==> src/verilog/mhf_pkg.sv <==
package mhf_pkg;

  // Register byte offsets
  localparam logic [7:0] OFS_FILT_CTRL  = 8'h00;
  localparam logic [7:0] OFS_FILT_STAT  = 8'h04;
  localparam logic [7:0] OFS_HASH_UPPER = 8'h08;
  localparam logic [7:0] OFS_HASH_LOWER = 8'h0C;
  localparam logic [7:0] OFS_MGMT_CMD   = 8'h10;
  localparam logic [7:0] OFS_MGMT_DATA  = 8'h14;

  // Field positions
  localparam int CTRL_HASH_BIT  = 2;
  localparam int CTRL_ALLM_BIT  = 4;
  localparam int CMD_BUSY_BIT   = 0;
  localparam int CMD_WSEL_BIT   = 1;
  localparam int CMD_DIV_LSB    = 2;
  localparam int CMD_RA_LSB     = 6;
  localparam int CMD_PHY_LSB    = 11;
  localparam int STAT_HIT_BIT   = 8;
  localparam int STAT_PASS_BIT  = 9;

  // Values after reset
  localparam logic [31:0] HASH_RST  = 32'h0000_0000;
  localparam logic [4:0]  ADDR_RST  = 5'h00;
  localparam logic [3:0]  DIV_RST   = 4'h0;
  localparam logic [15:0] DATA_RST  = 16'h0000;

  // CRC parameters
  localparam logic [31:0] CRC_POLY  = 32'h04C11DB7;
  localparam logic [31:0] CRC_INIT  = 32'hFFFF_FFFF;
  localparam logic [2:0]  DA_BYTES  = 3'h6;

  // MDC half periods in system clocks, one per divider code
  localparam logic [6:0] HALF_DIV42  = 7'h15;
  localparam logic [6:0] HALF_DIV62  = 7'h1F;
  localparam logic [6:0] HALF_DIV16  = 7'h08;
  localparam logic [6:0] HALF_DIV26  = 7'h0D;
  localparam logic [6:0] HALF_DIV102 = 7'h33;
  localparam logic [6:0] HALF_DIV122 = 7'h3D;

  // Management frame layout
  localparam logic [31:0] MF_PREAMBLE  = 32'hFFFF_FFFF;
  localparam logic [1:0]  MF_START     = 2'h1;
  localparam logic [1:0]  MF_OP_READ   = 2'h2;
  localparam logic [1:0]  MF_OP_WRITE  = 2'h1;
  localparam logic [1:0]  MF_TA_WRITE  = 2'h2;
  localparam logic [1:0]  MF_TA_READ   = 2'h3;
  localparam logic [6:0]  MF_TA_FIRST  = 7'h2E;
  localparam logic [6:0]  MF_DATA_FIRST = 7'h30;
  localparam logic [6:0]  MF_LAST_BIT  = 7'h3F;

  typedef enum logic [1:0] {MHF_IDLE, MHF_SHIFT, MHF_LOAD, MHF_FREE} mhf_mstate_t;

endpackage : mhf_pkg

==> src/verilog/mhf_crc32.sv <==
`timescale 1ns/1ps
module mhf_crc32 (
  input  wire logic        pclk,
  input  wire logic        presetn,
  input  wire logic        init,
  input  wire logic        en,
  input  wire logic [7:0]  data,
  output logic      [31:0] crc_ff
);

  logic [31:0] nxt_crc;

  // One byte per cycle, least significant bit first, from all ones on init
  always_comb begin
    logic [31:0] c;
    c = init ? mhf_pkg::CRC_INIT : crc_ff;
    for (int i = 0; i < 8; i++) begin
      c = (c[31] ^ data[i]) ? ({c[30:0], 1'b0} ^ mhf_pkg::CRC_POLY) : {c[30:0], 1'b0};
    end
    nxt_crc = c;
  end

  // Remainder register
  always_ff @(posedge pclk or negedge presetn) begin
    if (!presetn) begin
      crc_ff <= mhf_pkg::CRC_INIT;
    end else if (en) begin
      crc_ff <= nxt_crc;
    end
  end

endmodule : mhf_crc32

==> src/verilog/mhf_mdc_div.sv <==
`timescale 1ns/1ps
module mhf_mdc_div (
  input  wire logic       pclk,
  input  wire logic       presetn,
  input  wire logic       run,
  input  wire logic [6:0] half_cnt,
  output logic            tick_ff
);

  logic [6:0] cnt_ff;

  // Pulse once per MDC half period while a frame runs
  always_ff @(posedge pclk or negedge presetn) begin
    if (!presetn) begin
      cnt_ff  <= 7'h00;
      tick_ff <= 1'b0;
    end else if (!run) begin
      cnt_ff  <= 7'h00;
      tick_ff <= 1'b0;
    end else if (cnt_ff == half_cnt - 7'h01) begin
      cnt_ff  <= 7'h00;
      tick_ff <= 1'b1;
    end else begin
      cnt_ff  <= cnt_ff + 7'h01;
      tick_ff <= 1'b0;
    end
  end

endmodule : mhf_mdc_div

==> src/verilog/mhf_top.sv <==
// Overview of operation
// - Sixty-four bit hash table held in upper and lower software registers.
// - CRC over destination address; index is six inverted top CRC bits.
// - Index top bit picks upper or lower word; low five pick bit.
// - Selected table bit one accepts a multicast frame, zero rejects it.
// - Pass-all-multicast accepts every multicast frame regardless of the table.
// - CRC uses standard polynomial, all-ones start, complemented final value.
// - Five-bit command field selects one of 32 PHY devices.
// - Five-bit command field selects the register inside the PHY.
// - Four-bit range code sets MDC divider: 42, 62, 16, 26, 102, 122.
// - Write-select one writes data register to PHY, zero reads it.
// - Software sets busy to launch; hardware holds it, clears when done.
// - Data register contents are invalid while a read is running.
// - Data register holds write data and receives read-back data.
// - Hash-multicast set filters multicast by hash, else by perfect match.
// - Management data is sixteen bits in the data register low half.
//
// Decided for this implementation: register access over APB.
`timescale 1ns/1ps
module mhf_top (
  input  wire logic        pclk,
  input  wire logic        presetn,
  input  wire logic        psel,
  input  wire logic        penable,
  input  wire logic        pwrite,
  input  wire logic [7:0]  paddr,
  input  wire logic [31:0] pwdata,
  output logic      [31:0] prdata_ff,
  output logic             pready_ff,
  output logic             pslverr_ff,
  input  wire logic        rx_da_valid,
  input  wire logic        rx_da_first,
  input  wire logic [7:0]  rx_da_byte,
  input  wire logic        rx_perfect_match,
  output logic             filt_valid_ff,
  output logic             filt_pass_ff,
  output logic             filt_hash_hit_ff,
  output logic             mdc_ff,
  input  wire logic        mdio_in,
  output logic             mdio_out_ff,
  output logic             mdio_oe_n_ff
);

  // Software state
  logic [31:0] hash_bits_upper_ff;
  logic [31:0] hash_bits_lower_ff;
  logic        pass_all_multicast_ff;
  logic        hash_multicast_enable_ff;
  logic [4:0]  phy_select_ff;
  logic [4:0]  phy_register_select_ff;
  logic [3:0]  mdc_divider_range_ff;
  logic        mgmt_write_select_ff;
  logic        mgmt_busy_flag_ff;
  logic [15:0] mgmt_data_field_ff;

  // Filter state
  logic [2:0]  da_cnt_ff;
  logic        da_mcast_ff;
  logic        da_eval_ff;
  logic [5:0]  last_index_ff;
  logic [31:0] crc_raw;
  logic [31:0] crc_final;
  logic [5:0]  hash_index;
  logic        hash_bit;
  logic        da_take;

  // Management engine state
  mhf_pkg::mhf_mstate_t state_ff;
  logic [6:0]  bit_cnt_ff;
  logic [63:0] tx_shift_ff;
  logic [15:0] rd_shift_ff;
  logic        mdio_meta_ff;
  logic        mdio_sync_ff;
  logic        mdc_tick;
  logic [6:0]  half_cnt;
  logic [63:0] frame;
  logic [6:0]  nxt_bit_cnt;
  logic        mgmt_start;

  // Bus decode
  logic        acc_phase;
  logic        wr_en;
  logic        addr_ok;
  logic [31:0] rd_word;

  assign acc_phase = psel & penable;
  assign wr_en     = acc_phase & pwrite & pready_ff;

  // Read multiplexer; unused command and data bits read zero
  always_comb begin
    addr_ok = 1'b1;
    rd_word = 32'h0000_0000;
    unique case (paddr)
      mhf_pkg::OFS_FILT_CTRL: begin
        rd_word[mhf_pkg::CTRL_ALLM_BIT] = pass_all_multicast_ff;
        rd_word[mhf_pkg::CTRL_HASH_BIT] = hash_multicast_enable_ff;
      end
      mhf_pkg::OFS_FILT_STAT: begin
        rd_word[5:0]                    = last_index_ff;
        rd_word[mhf_pkg::STAT_HIT_BIT]  = filt_hash_hit_ff;
        rd_word[mhf_pkg::STAT_PASS_BIT] = filt_pass_ff;
      end
      mhf_pkg::OFS_HASH_UPPER: rd_word = hash_bits_upper_ff;
      mhf_pkg::OFS_HASH_LOWER: rd_word = hash_bits_lower_ff;
      mhf_pkg::OFS_MGMT_CMD: begin
        rd_word[mhf_pkg::CMD_PHY_LSB +: 5] = phy_select_ff;
        rd_word[mhf_pkg::CMD_RA_LSB +: 5]  = phy_register_select_ff;
        rd_word[mhf_pkg::CMD_DIV_LSB +: 4] = mdc_divider_range_ff;
        rd_word[mhf_pkg::CMD_WSEL_BIT]     = mgmt_write_select_ff;
        rd_word[mhf_pkg::CMD_BUSY_BIT]     = mgmt_busy_flag_ff;
      end
      mhf_pkg::OFS_MGMT_DATA: rd_word[15:0] = mgmt_data_field_ff;
      default: addr_ok = 1'b0;
    endcase
  end

  // APB answer: one wait state, read data and error registered
  always_ff @(posedge pclk or negedge presetn) begin
    if (!presetn) begin
      pready_ff  <= 1'b0;
      prdata_ff  <= 32'h0000_0000;
      pslverr_ff <= 1'b0;
    end else begin
      pready_ff  <= acc_phase & ~pready_ff;
      pslverr_ff <= acc_phase & ~pready_ff & ~addr_ok;
      if (acc_phase & ~pready_ff & ~pwrite) begin
        prdata_ff <= addr_ok ? rd_word : 32'h0000_0000;
      end
    end
  end

  // Hash table words, full-word writes only
  always_ff @(posedge pclk or negedge presetn) begin
    if (!presetn) begin
      hash_bits_upper_ff <= mhf_pkg::HASH_RST;
      hash_bits_lower_ff <= mhf_pkg::HASH_RST;
    end else if (wr_en) begin
      if (paddr == mhf_pkg::OFS_HASH_UPPER) begin
        hash_bits_upper_ff <= pwdata;
      end
      if (paddr == mhf_pkg::OFS_HASH_LOWER) begin
        hash_bits_lower_ff <= pwdata;
      end
    end
  end

  // Filter controls
  always_ff @(posedge pclk or negedge presetn) begin
    if (!presetn) begin
      pass_all_multicast_ff    <= 1'b0;
      hash_multicast_enable_ff <= 1'b0;
    end else if (wr_en && paddr == mhf_pkg::OFS_FILT_CTRL) begin
      pass_all_multicast_ff    <= pwdata[mhf_pkg::CTRL_ALLM_BIT];
      hash_multicast_enable_ff <= pwdata[mhf_pkg::CTRL_HASH_BIT];
    end
  end

  // Command register; a write with busy set launches an access when idle
  assign mgmt_start = wr_en && paddr == mhf_pkg::OFS_MGMT_CMD
                      && pwdata[mhf_pkg::CMD_BUSY_BIT] && !mgmt_busy_flag_ff;

  always_ff @(posedge pclk or negedge presetn) begin
    if (!presetn) begin
      phy_select_ff          <= mhf_pkg::ADDR_RST;
      phy_register_select_ff <= mhf_pkg::ADDR_RST;
      mdc_divider_range_ff   <= mhf_pkg::DIV_RST;
      mgmt_write_select_ff   <= 1'b0;
    end else if (wr_en && paddr == mhf_pkg::OFS_MGMT_CMD && !mgmt_busy_flag_ff) begin
      phy_select_ff          <= pwdata[mhf_pkg::CMD_PHY_LSB +: 5];
      phy_register_select_ff <= pwdata[mhf_pkg::CMD_RA_LSB +: 5];
      mdc_divider_range_ff   <= pwdata[mhf_pkg::CMD_DIV_LSB +: 4];
      mgmt_write_select_ff   <= pwdata[mhf_pkg::CMD_WSEL_BIT];
    end
  end

  // Busy: set by software launch, cleared by the engine once done
  always_ff @(posedge pclk or negedge presetn) begin
    if (!presetn) begin
      mgmt_busy_flag_ff <= 1'b0;
    end else if (mgmt_start) begin
      mgmt_busy_flag_ff <= 1'b1;
    end else if (state_ff == mhf_pkg::MHF_FREE) begin
      mgmt_busy_flag_ff <= 1'b0;
    end
  end

  // Data register: software value when idle, PHY value after a read
  always_ff @(posedge pclk or negedge presetn) begin
    if (!presetn) begin
      mgmt_data_field_ff <= mhf_pkg::DATA_RST;
    end else if (state_ff == mhf_pkg::MHF_LOAD && !mgmt_write_select_ff) begin
      mgmt_data_field_ff <= rd_shift_ff;
    end else if (wr_en && paddr == mhf_pkg::OFS_MGMT_DATA && !mgmt_busy_flag_ff) begin
      mgmt_data_field_ff <= pwdata[15:0];
    end
  end

  // Divider code to half period; reserved codes fall back to the slowest
  always_comb begin
    unique case (mdc_divider_range_ff)
      4'h0:    half_cnt = mhf_pkg::HALF_DIV42;
      4'h1:    half_cnt = mhf_pkg::HALF_DIV62;
      4'h2:    half_cnt = mhf_pkg::HALF_DIV16;
      4'h3:    half_cnt = mhf_pkg::HALF_DIV26;
      4'h4:    half_cnt = mhf_pkg::HALF_DIV102;
      4'h5:    half_cnt = mhf_pkg::HALF_DIV122;
      default: half_cnt = mhf_pkg::HALF_DIV122;
    endcase
  end

  mhf_mdc_div u_div (
    .pclk     (pclk),
    .presetn  (presetn),
    .run      (state_ff == mhf_pkg::MHF_SHIFT),
    .half_cnt (half_cnt),
    .tick_ff  (mdc_tick)
  );

  // Clause-22 frame: preamble, start, opcode, PHY, register, turnaround, data
  always_comb begin
    frame = {mhf_pkg::MF_PREAMBLE, mhf_pkg::MF_START,
             mgmt_write_select_ff ? mhf_pkg::MF_OP_WRITE : mhf_pkg::MF_OP_READ,
             phy_select_ff, phy_register_select_ff,
             mgmt_write_select_ff ? mhf_pkg::MF_TA_WRITE : mhf_pkg::MF_TA_READ,
             mgmt_data_field_ff};
  end

  assign nxt_bit_cnt = bit_cnt_ff + 7'h01;

  // Management data input synchroniser
  always_ff @(posedge pclk or negedge presetn) begin
    if (!presetn) begin
      mdio_meta_ff <= 1'b1;
      mdio_sync_ff <= 1'b1;
    end else begin
      mdio_meta_ff <= mdio_in;
      mdio_sync_ff <= mdio_meta_ff;
    end
  end

  // Frame engine: drive after MDC falls, sample just before MDC rises
  always_ff @(posedge pclk or negedge presetn) begin
    if (!presetn) begin
      state_ff     <= mhf_pkg::MHF_IDLE;
      bit_cnt_ff   <= 7'h00;
      tx_shift_ff  <= 64'h0000_0000_0000_0000;
      rd_shift_ff  <= 16'h0000;
      mdc_ff       <= 1'b0;
      mdio_out_ff  <= 1'b1;
      mdio_oe_n_ff <= 1'b1;
    end else begin
      unique case (state_ff)
        mhf_pkg::MHF_IDLE: begin
          if (mgmt_start) begin
            // Fields latch this same edge, so build the frame from the bus word
            tx_shift_ff  <= {mhf_pkg::MF_PREAMBLE, mhf_pkg::MF_START,
                             pwdata[mhf_pkg::CMD_WSEL_BIT] ? mhf_pkg::MF_OP_WRITE
                                                           : mhf_pkg::MF_OP_READ,
                             pwdata[mhf_pkg::CMD_PHY_LSB +: 5],
                             pwdata[mhf_pkg::CMD_RA_LSB +: 5],
                             pwdata[mhf_pkg::CMD_WSEL_BIT] ? mhf_pkg::MF_TA_WRITE
                                                           : mhf_pkg::MF_TA_READ,
                             mgmt_data_field_ff};
            bit_cnt_ff   <= 7'h00;
            mdc_ff       <= 1'b0;
            mdio_out_ff  <= frame[63];
            mdio_oe_n_ff <= 1'b0;
            state_ff     <= mhf_pkg::MHF_SHIFT;
          end
        end
        mhf_pkg::MHF_SHIFT: begin
          if (mdc_tick && !mdc_ff) begin
            mdc_ff <= 1'b1;
            if (!mgmt_write_select_ff && bit_cnt_ff >= mhf_pkg::MF_DATA_FIRST) begin
              rd_shift_ff <= {rd_shift_ff[14:0], mdio_sync_ff};
            end
          end else if (mdc_tick) begin
            mdc_ff <= 1'b0;
            if (bit_cnt_ff == mhf_pkg::MF_LAST_BIT) begin
              mdio_out_ff  <= 1'b1;
              mdio_oe_n_ff <= 1'b1;
              state_ff     <= mhf_pkg::MHF_LOAD;
            end else begin
              bit_cnt_ff   <= nxt_bit_cnt;
              tx_shift_ff  <= {tx_shift_ff[62:0], 1'b0};
              mdio_out_ff  <= tx_shift_ff[62];
              // Release the line from turnaround onward on a read
              mdio_oe_n_ff <= !mgmt_write_select_ff
                              && nxt_bit_cnt >= mhf_pkg::MF_TA_FIRST;
            end
          end
        end
        mhf_pkg::MHF_LOAD: state_ff <= mhf_pkg::MHF_FREE;
        mhf_pkg::MHF_FREE: state_ff <= mhf_pkg::MHF_IDLE;
      endcase
    end
  end

  // Hash index from the complemented CRC top bits
  assign da_take    = rx_da_valid && (rx_da_first || da_cnt_ff != 3'h0);
  assign crc_final  = ~crc_raw;
  assign hash_index = crc_final[31:26];
  assign hash_bit   = hash_index[5] ? hash_bits_upper_ff[hash_index[4:0]]
                                    : hash_bits_lower_ff[hash_index[4:0]];

  mhf_crc32 u_crc (
    .pclk    (pclk),
    .presetn (presetn),
    .init    (rx_da_first),
    .en      (da_take),
    .data    (rx_da_byte),
    .crc_ff  (crc_raw)
  );

  // Destination address byte counter and multicast bit
  always_ff @(posedge pclk or negedge presetn) begin
    if (!presetn) begin
      da_cnt_ff   <= 3'h0;
      da_mcast_ff <= 1'b0;
      da_eval_ff  <= 1'b0;
    end else begin
      da_eval_ff <= 1'b0;
      if (da_take) begin
        if (rx_da_first) begin
          da_cnt_ff   <= 3'h1;
          da_mcast_ff <= rx_da_byte[0];
        end else if (da_cnt_ff == mhf_pkg::DA_BYTES - 3'h1) begin
          da_cnt_ff  <= 3'h0;
          da_eval_ff <= 1'b1;
        end else begin
          da_cnt_ff <= da_cnt_ff + 3'h1;
        end
      end
    end
  end

  // Verdict one cycle after the sixth byte's CRC settles
  always_ff @(posedge pclk or negedge presetn) begin
    if (!presetn) begin
      filt_valid_ff    <= 1'b0;
      filt_pass_ff     <= 1'b0;
      filt_hash_hit_ff <= 1'b0;
      last_index_ff    <= 6'h00;
    end else begin
      filt_valid_ff <= da_eval_ff;
      if (da_eval_ff) begin
        last_index_ff    <= hash_index;
        filt_hash_hit_ff <= hash_bit;
        if (!da_mcast_ff) begin
          filt_pass_ff <= rx_perfect_match;
        end else if (pass_all_multicast_ff) begin
          filt_pass_ff <= 1'b1;
        end else if (hash_multicast_enable_ff) begin
          filt_pass_ff <= hash_bit;
        end else begin
          filt_pass_ff <= rx_perfect_match;
        end
      end
    end
  end

endmodule : mhf_top

==> config.mk <==
export PLATFORM = sky130hd
export DESIGN_NAME = mhf_top
export DESIGN_NICKNAME = d
export VERILOG_FILES = /design/src/verilog/mhf_pkg.sv /design/src/verilog/mhf_crc32.sv /design/src/verilog/mhf_mdc_div.sv /design/src/verilog/mhf_top.sv
export SDC_FILE = /design/constraint.sdc
export NUM_CORES = 1
export LEC_CHECK = 0
export BUFFER_PORTS_ARGS = -buffer_cell sky130_fd_sc_hd__buf_2
export CAP_MARGIN = 10
export CORE_AREA = 2 2 147 149
export CTS_CLUSTER_SIZE = 16
export DETAILED_ROUTE_END_ITERATION = 8
export DIE_AREA = 0 0 149 151
export PLACE_DENSITY = 0.82
export REMOVE_ABC_BUFFERS = 1
export SLEW_MARGIN = 20
export SYNTH_ARGS = -nofsm -noshare
export SYNTH_HDL_FRONTEND = slang
export SYNTH_HIERARCHICAL = 1
export SYNTH_SLANG_ARGS = --single-unit
export TNS_END_PERCENT = 1
==> constraint.sdc <==
create_clock -name pclk -period 3.8 [get_ports pclk]
set_input_delay 0.57 -clock pclk [delete_from_list [all_inputs] [get_ports pclk]]
set_output_delay 0.57 -clock pclk [all_outputs]
set_load 0.01 [all_outputs]
==> impl_metrics.yaml <==
grt:
  grt_pass1_vias: 9298
  grt_pass1_wl_um: 49900
  antenna_found_initial: 0
  overflow: 0
  grt_use_total_pct: 28.0
  grt_max_degree: 133
min_path:
  worstHoldPathType: "in2async"
detailed_routing:
  drt_iter0_drc: 745
  met1_length_um: 13200
  ant_nets: 0
  route.top_layer_used: "met4"
  post_drt_wl_per_cell_um: 20.0
  vias: 9393
  drt-total-wl_um: 30700
  wl_met2_um: 14900
  wl_met3_um: 1810
  drcViolationCount: 0
  via_per_inst: 6.13
  drt_pass1_iterations: 6
worst_setup_path:
  slowest_delay_ns: 0.43
  criticalPathCategory: "reg2reg"
  crit_chain: "nor2_1, nand2_1, or2_2, inv_1, ha_1, or3b_1, a211oi_2, o211ai_2, a221oi_4, and2_1"
  reg2reg_depth: 10
  cp_data_required_time_ns: 4.28
  r2r-start: "mdc_divider_range_ff[3]"
  crit_path_start: "mdc_divider_range_ff[3]"
  start_kind: "register"
  r2r_end: "u_div/tick_ff"
  critPathSlowestCell: "dfrtp_1"
  arrival_ns: 3.28
  crit_fanout: 8
  worst-r2r-setup-slack_ns: 1.00
  worstSetupEndpointType: "register"
placement:
  io_buffer_count: 96
  dpl.hpwl_um: 20100
  gp_congestion: 0.841
cells_and_area:
  seqCellArea_um2: 7030
  n_fill_cell: 1392
  syn_to_final_growth_pct: 13.5
  multi_input_area_um2: 6100
  drive_gt1_share_pct: 28.7
  nNetsFinal: 1298
clocking:
  htreeDepth: 1
  clock_path_buffers: 3
  clockRootBuffer: "clkbuf_16"
  cts_sinks: 279
  cts_tree: "yes"
  post_cts_resized: 0
  post_cts_buffers: 0
  clkLatencyLatePin_ns: 0.55
  clk_pin_slew_ns: 0.06
  cts_buffers: 29
  ctsHoldBuffers: 0
sta:
  setup_viol: 0
  finClkSkew_ns: 0.0138
  slew_viol_final: 0
  maxSlewHeadroom_pct: 33.7
  period_minus_slack_ns: 2.80
  fmax_mhz: 358
  post-route-period-util_pct: 73.6
  hold_violations: 0
  fin_setup_tns_ns: 0
  rsz0062_at_grt: "no"
  worst_pin_slew_ns: 0.994
  hold_slack_ns: 0.119
synth:
  ys_warn_count: 6
  yosys_register_bits: 279
  syn_inst: 1143
  synthArstFlopShare_pct: 100
  synth-edff-count: 0
  ys.flop_type: "dfrtp_1"
  ys_seq_area_share_pct: 52.2
  syn-cell-area_um2: 13500
  yosysUniqueCellTypes: 71
  avgSynthCellArea_um2: 11.8
die:
  dieArea_um2: 22500
  core_area_um2: 20800
  die-width_um: 149
  dieHeight_um: 151
  io-pin-count: 97
  rows: 53
  initial_core_util_pct: 64.7
power:
  combinationalPowerShare_pct: 26.2
  ir_drop_mv: 0.390
  leakagePower_nw: 7.33
  p_sw_mw: 2.80
  p_sw_share_pct: 29.7
  p_int_mw: 6.64
  p_clk_share_pct: 31.2
  power_frac_seq_pct: 42.6
  power_density_nw_per_um2: 618
run:
  cap_violations: 0
outcome:
  status: "finished, final reports clean"
[metal layers]
metal	global-route usage (%)	vias to the layer above
li1	-	4277
met1	40.0	4727
met2	45.6	330
met3	3.89	59
met4	7.57	0
met5	0	-
[power groups by stage]
stage	Sequential [mW]	Clock (mW)	Combinational [mW]
floorplan	3.94	0	1.93
global placement	4.04	0	2.38
detailed placement	4.07	0	2.45
CTS	4.02	2.99	2.48
global route	4.10	3.12	2.70
finish	4.02	2.95	2.48
[logic make-up after synthesis]
family                     synth area share [%]
AOI/OAI and AO/OA                          11.7
other                                    0.0278
buffers and inverters                      2.92
adders and majority gates                  1.00
and+or+nand+nor                            8.53
muxes                                      15.9
xor gates and xnor gates                   7.75
DFF                                        52.2
[final cells by class]
class,instances,share of cell area [%]
clock buffers,46,5.62
repair buffers,125,4.79
flip-flops and latches,279,45.9
clock inverters,8,0.949
diodes,4,0.0654
well taps,275,2.25
inverters,21,0.515
multi-input cells,775,39.9
[how the worst max path moves through the flow]
stage / end / slack (ns)
finish: u_div/tick_ff / 1.00
global route: u_div/tick_ff / 0.80
CTS: u_div/tick_ff / 1.01
detailed placement: phy_select_ff[1] / 0.88
global placement: tx_shift_ff[31] / 0.93
floorplan: hash_bits_upper_ff[0] / -0.46
[Yosys cell counts (11+ instances only)]
cell | n | area [um2]
a21oi_1 | 30 | 150
a222oi_1 | 18 | 180
a22oi_1 | 24 | 180
buf_2 | 11 | 55.1
clkbuf_1 | 40 | 150
dfrtp_1 | 243 | 6080
dfstp_2 | 36 | 946
inv_1 | 21 | 78.8
mux2_2 | 113 | 1270
mux2i_1 | 56 | 561
mux4_2 | 14 | 315
nand2_1 | 108 | 405
nor2_1 | 83 | 312
o21ai_0 | 61 | 305
o21ai_1 | 12 | 60.1
o22a_1 | 34 | 298
xnor2_1 | 67 | 587
xor2_1 | 25 | 219
[placed cells by master (no fill, tap or decap), types with 27 or more instances in the layout]
cell       count
buf_4         27
nor2_1        82
buf_2         95
xnor2_1       67
a21oi_1       30
dfstp_2       36
o22a_1        34
nand2_1      108
dfrtp_1      243
mux2_2       113
o21ai_0       61
mux2i_1       56
clkbuf_16     29
[critical path: cells and delay by family, from the launching register on]
family                     cells  cell delay [ns]
and+or+nand+nor                5             1.23
DFF                            1             0.43
adders and majority gates      1             0.28
buffers and inverters          1             0.08
AOI/OAI and AO/OA              3             0.72
[state kept, by name, summed over array words and instances (netlist names), 2 cells and up]
name,count
bit_cnt_ff,7
hash_bits_lower_ff,32
tx_shift_ff,63
last_index_ff,6
state_ff,2
prdata_ff,32
u_crc/crc_ff,32
rd_shift_ff,16
phy_register_select_ff,5
phy_select_ff,5
mgmt_data_field_ff,16
u_div/cnt_ff,7
hash_bits_upper_ff,32
mdc_divider_range_ff,4
da_cnt_ff,3
[per-stage QoR]
stage	cell area [um2]	setup slack, ns	power (mW)	utilization (%)	instances
floorplan	13200	-0.464	5.88	-	1075
global placement	14300	0.925	6.42	68.5	1475
detailed placement	14300	0.881	6.52	68.5	1475
CTS	15300	1.01	9.49	73.4	1529
global route	15300	0.797	9.92	73.4	1529
finish	15300	1.00	9.45	73.5	1533
Power figures use the tool's default switching activity.
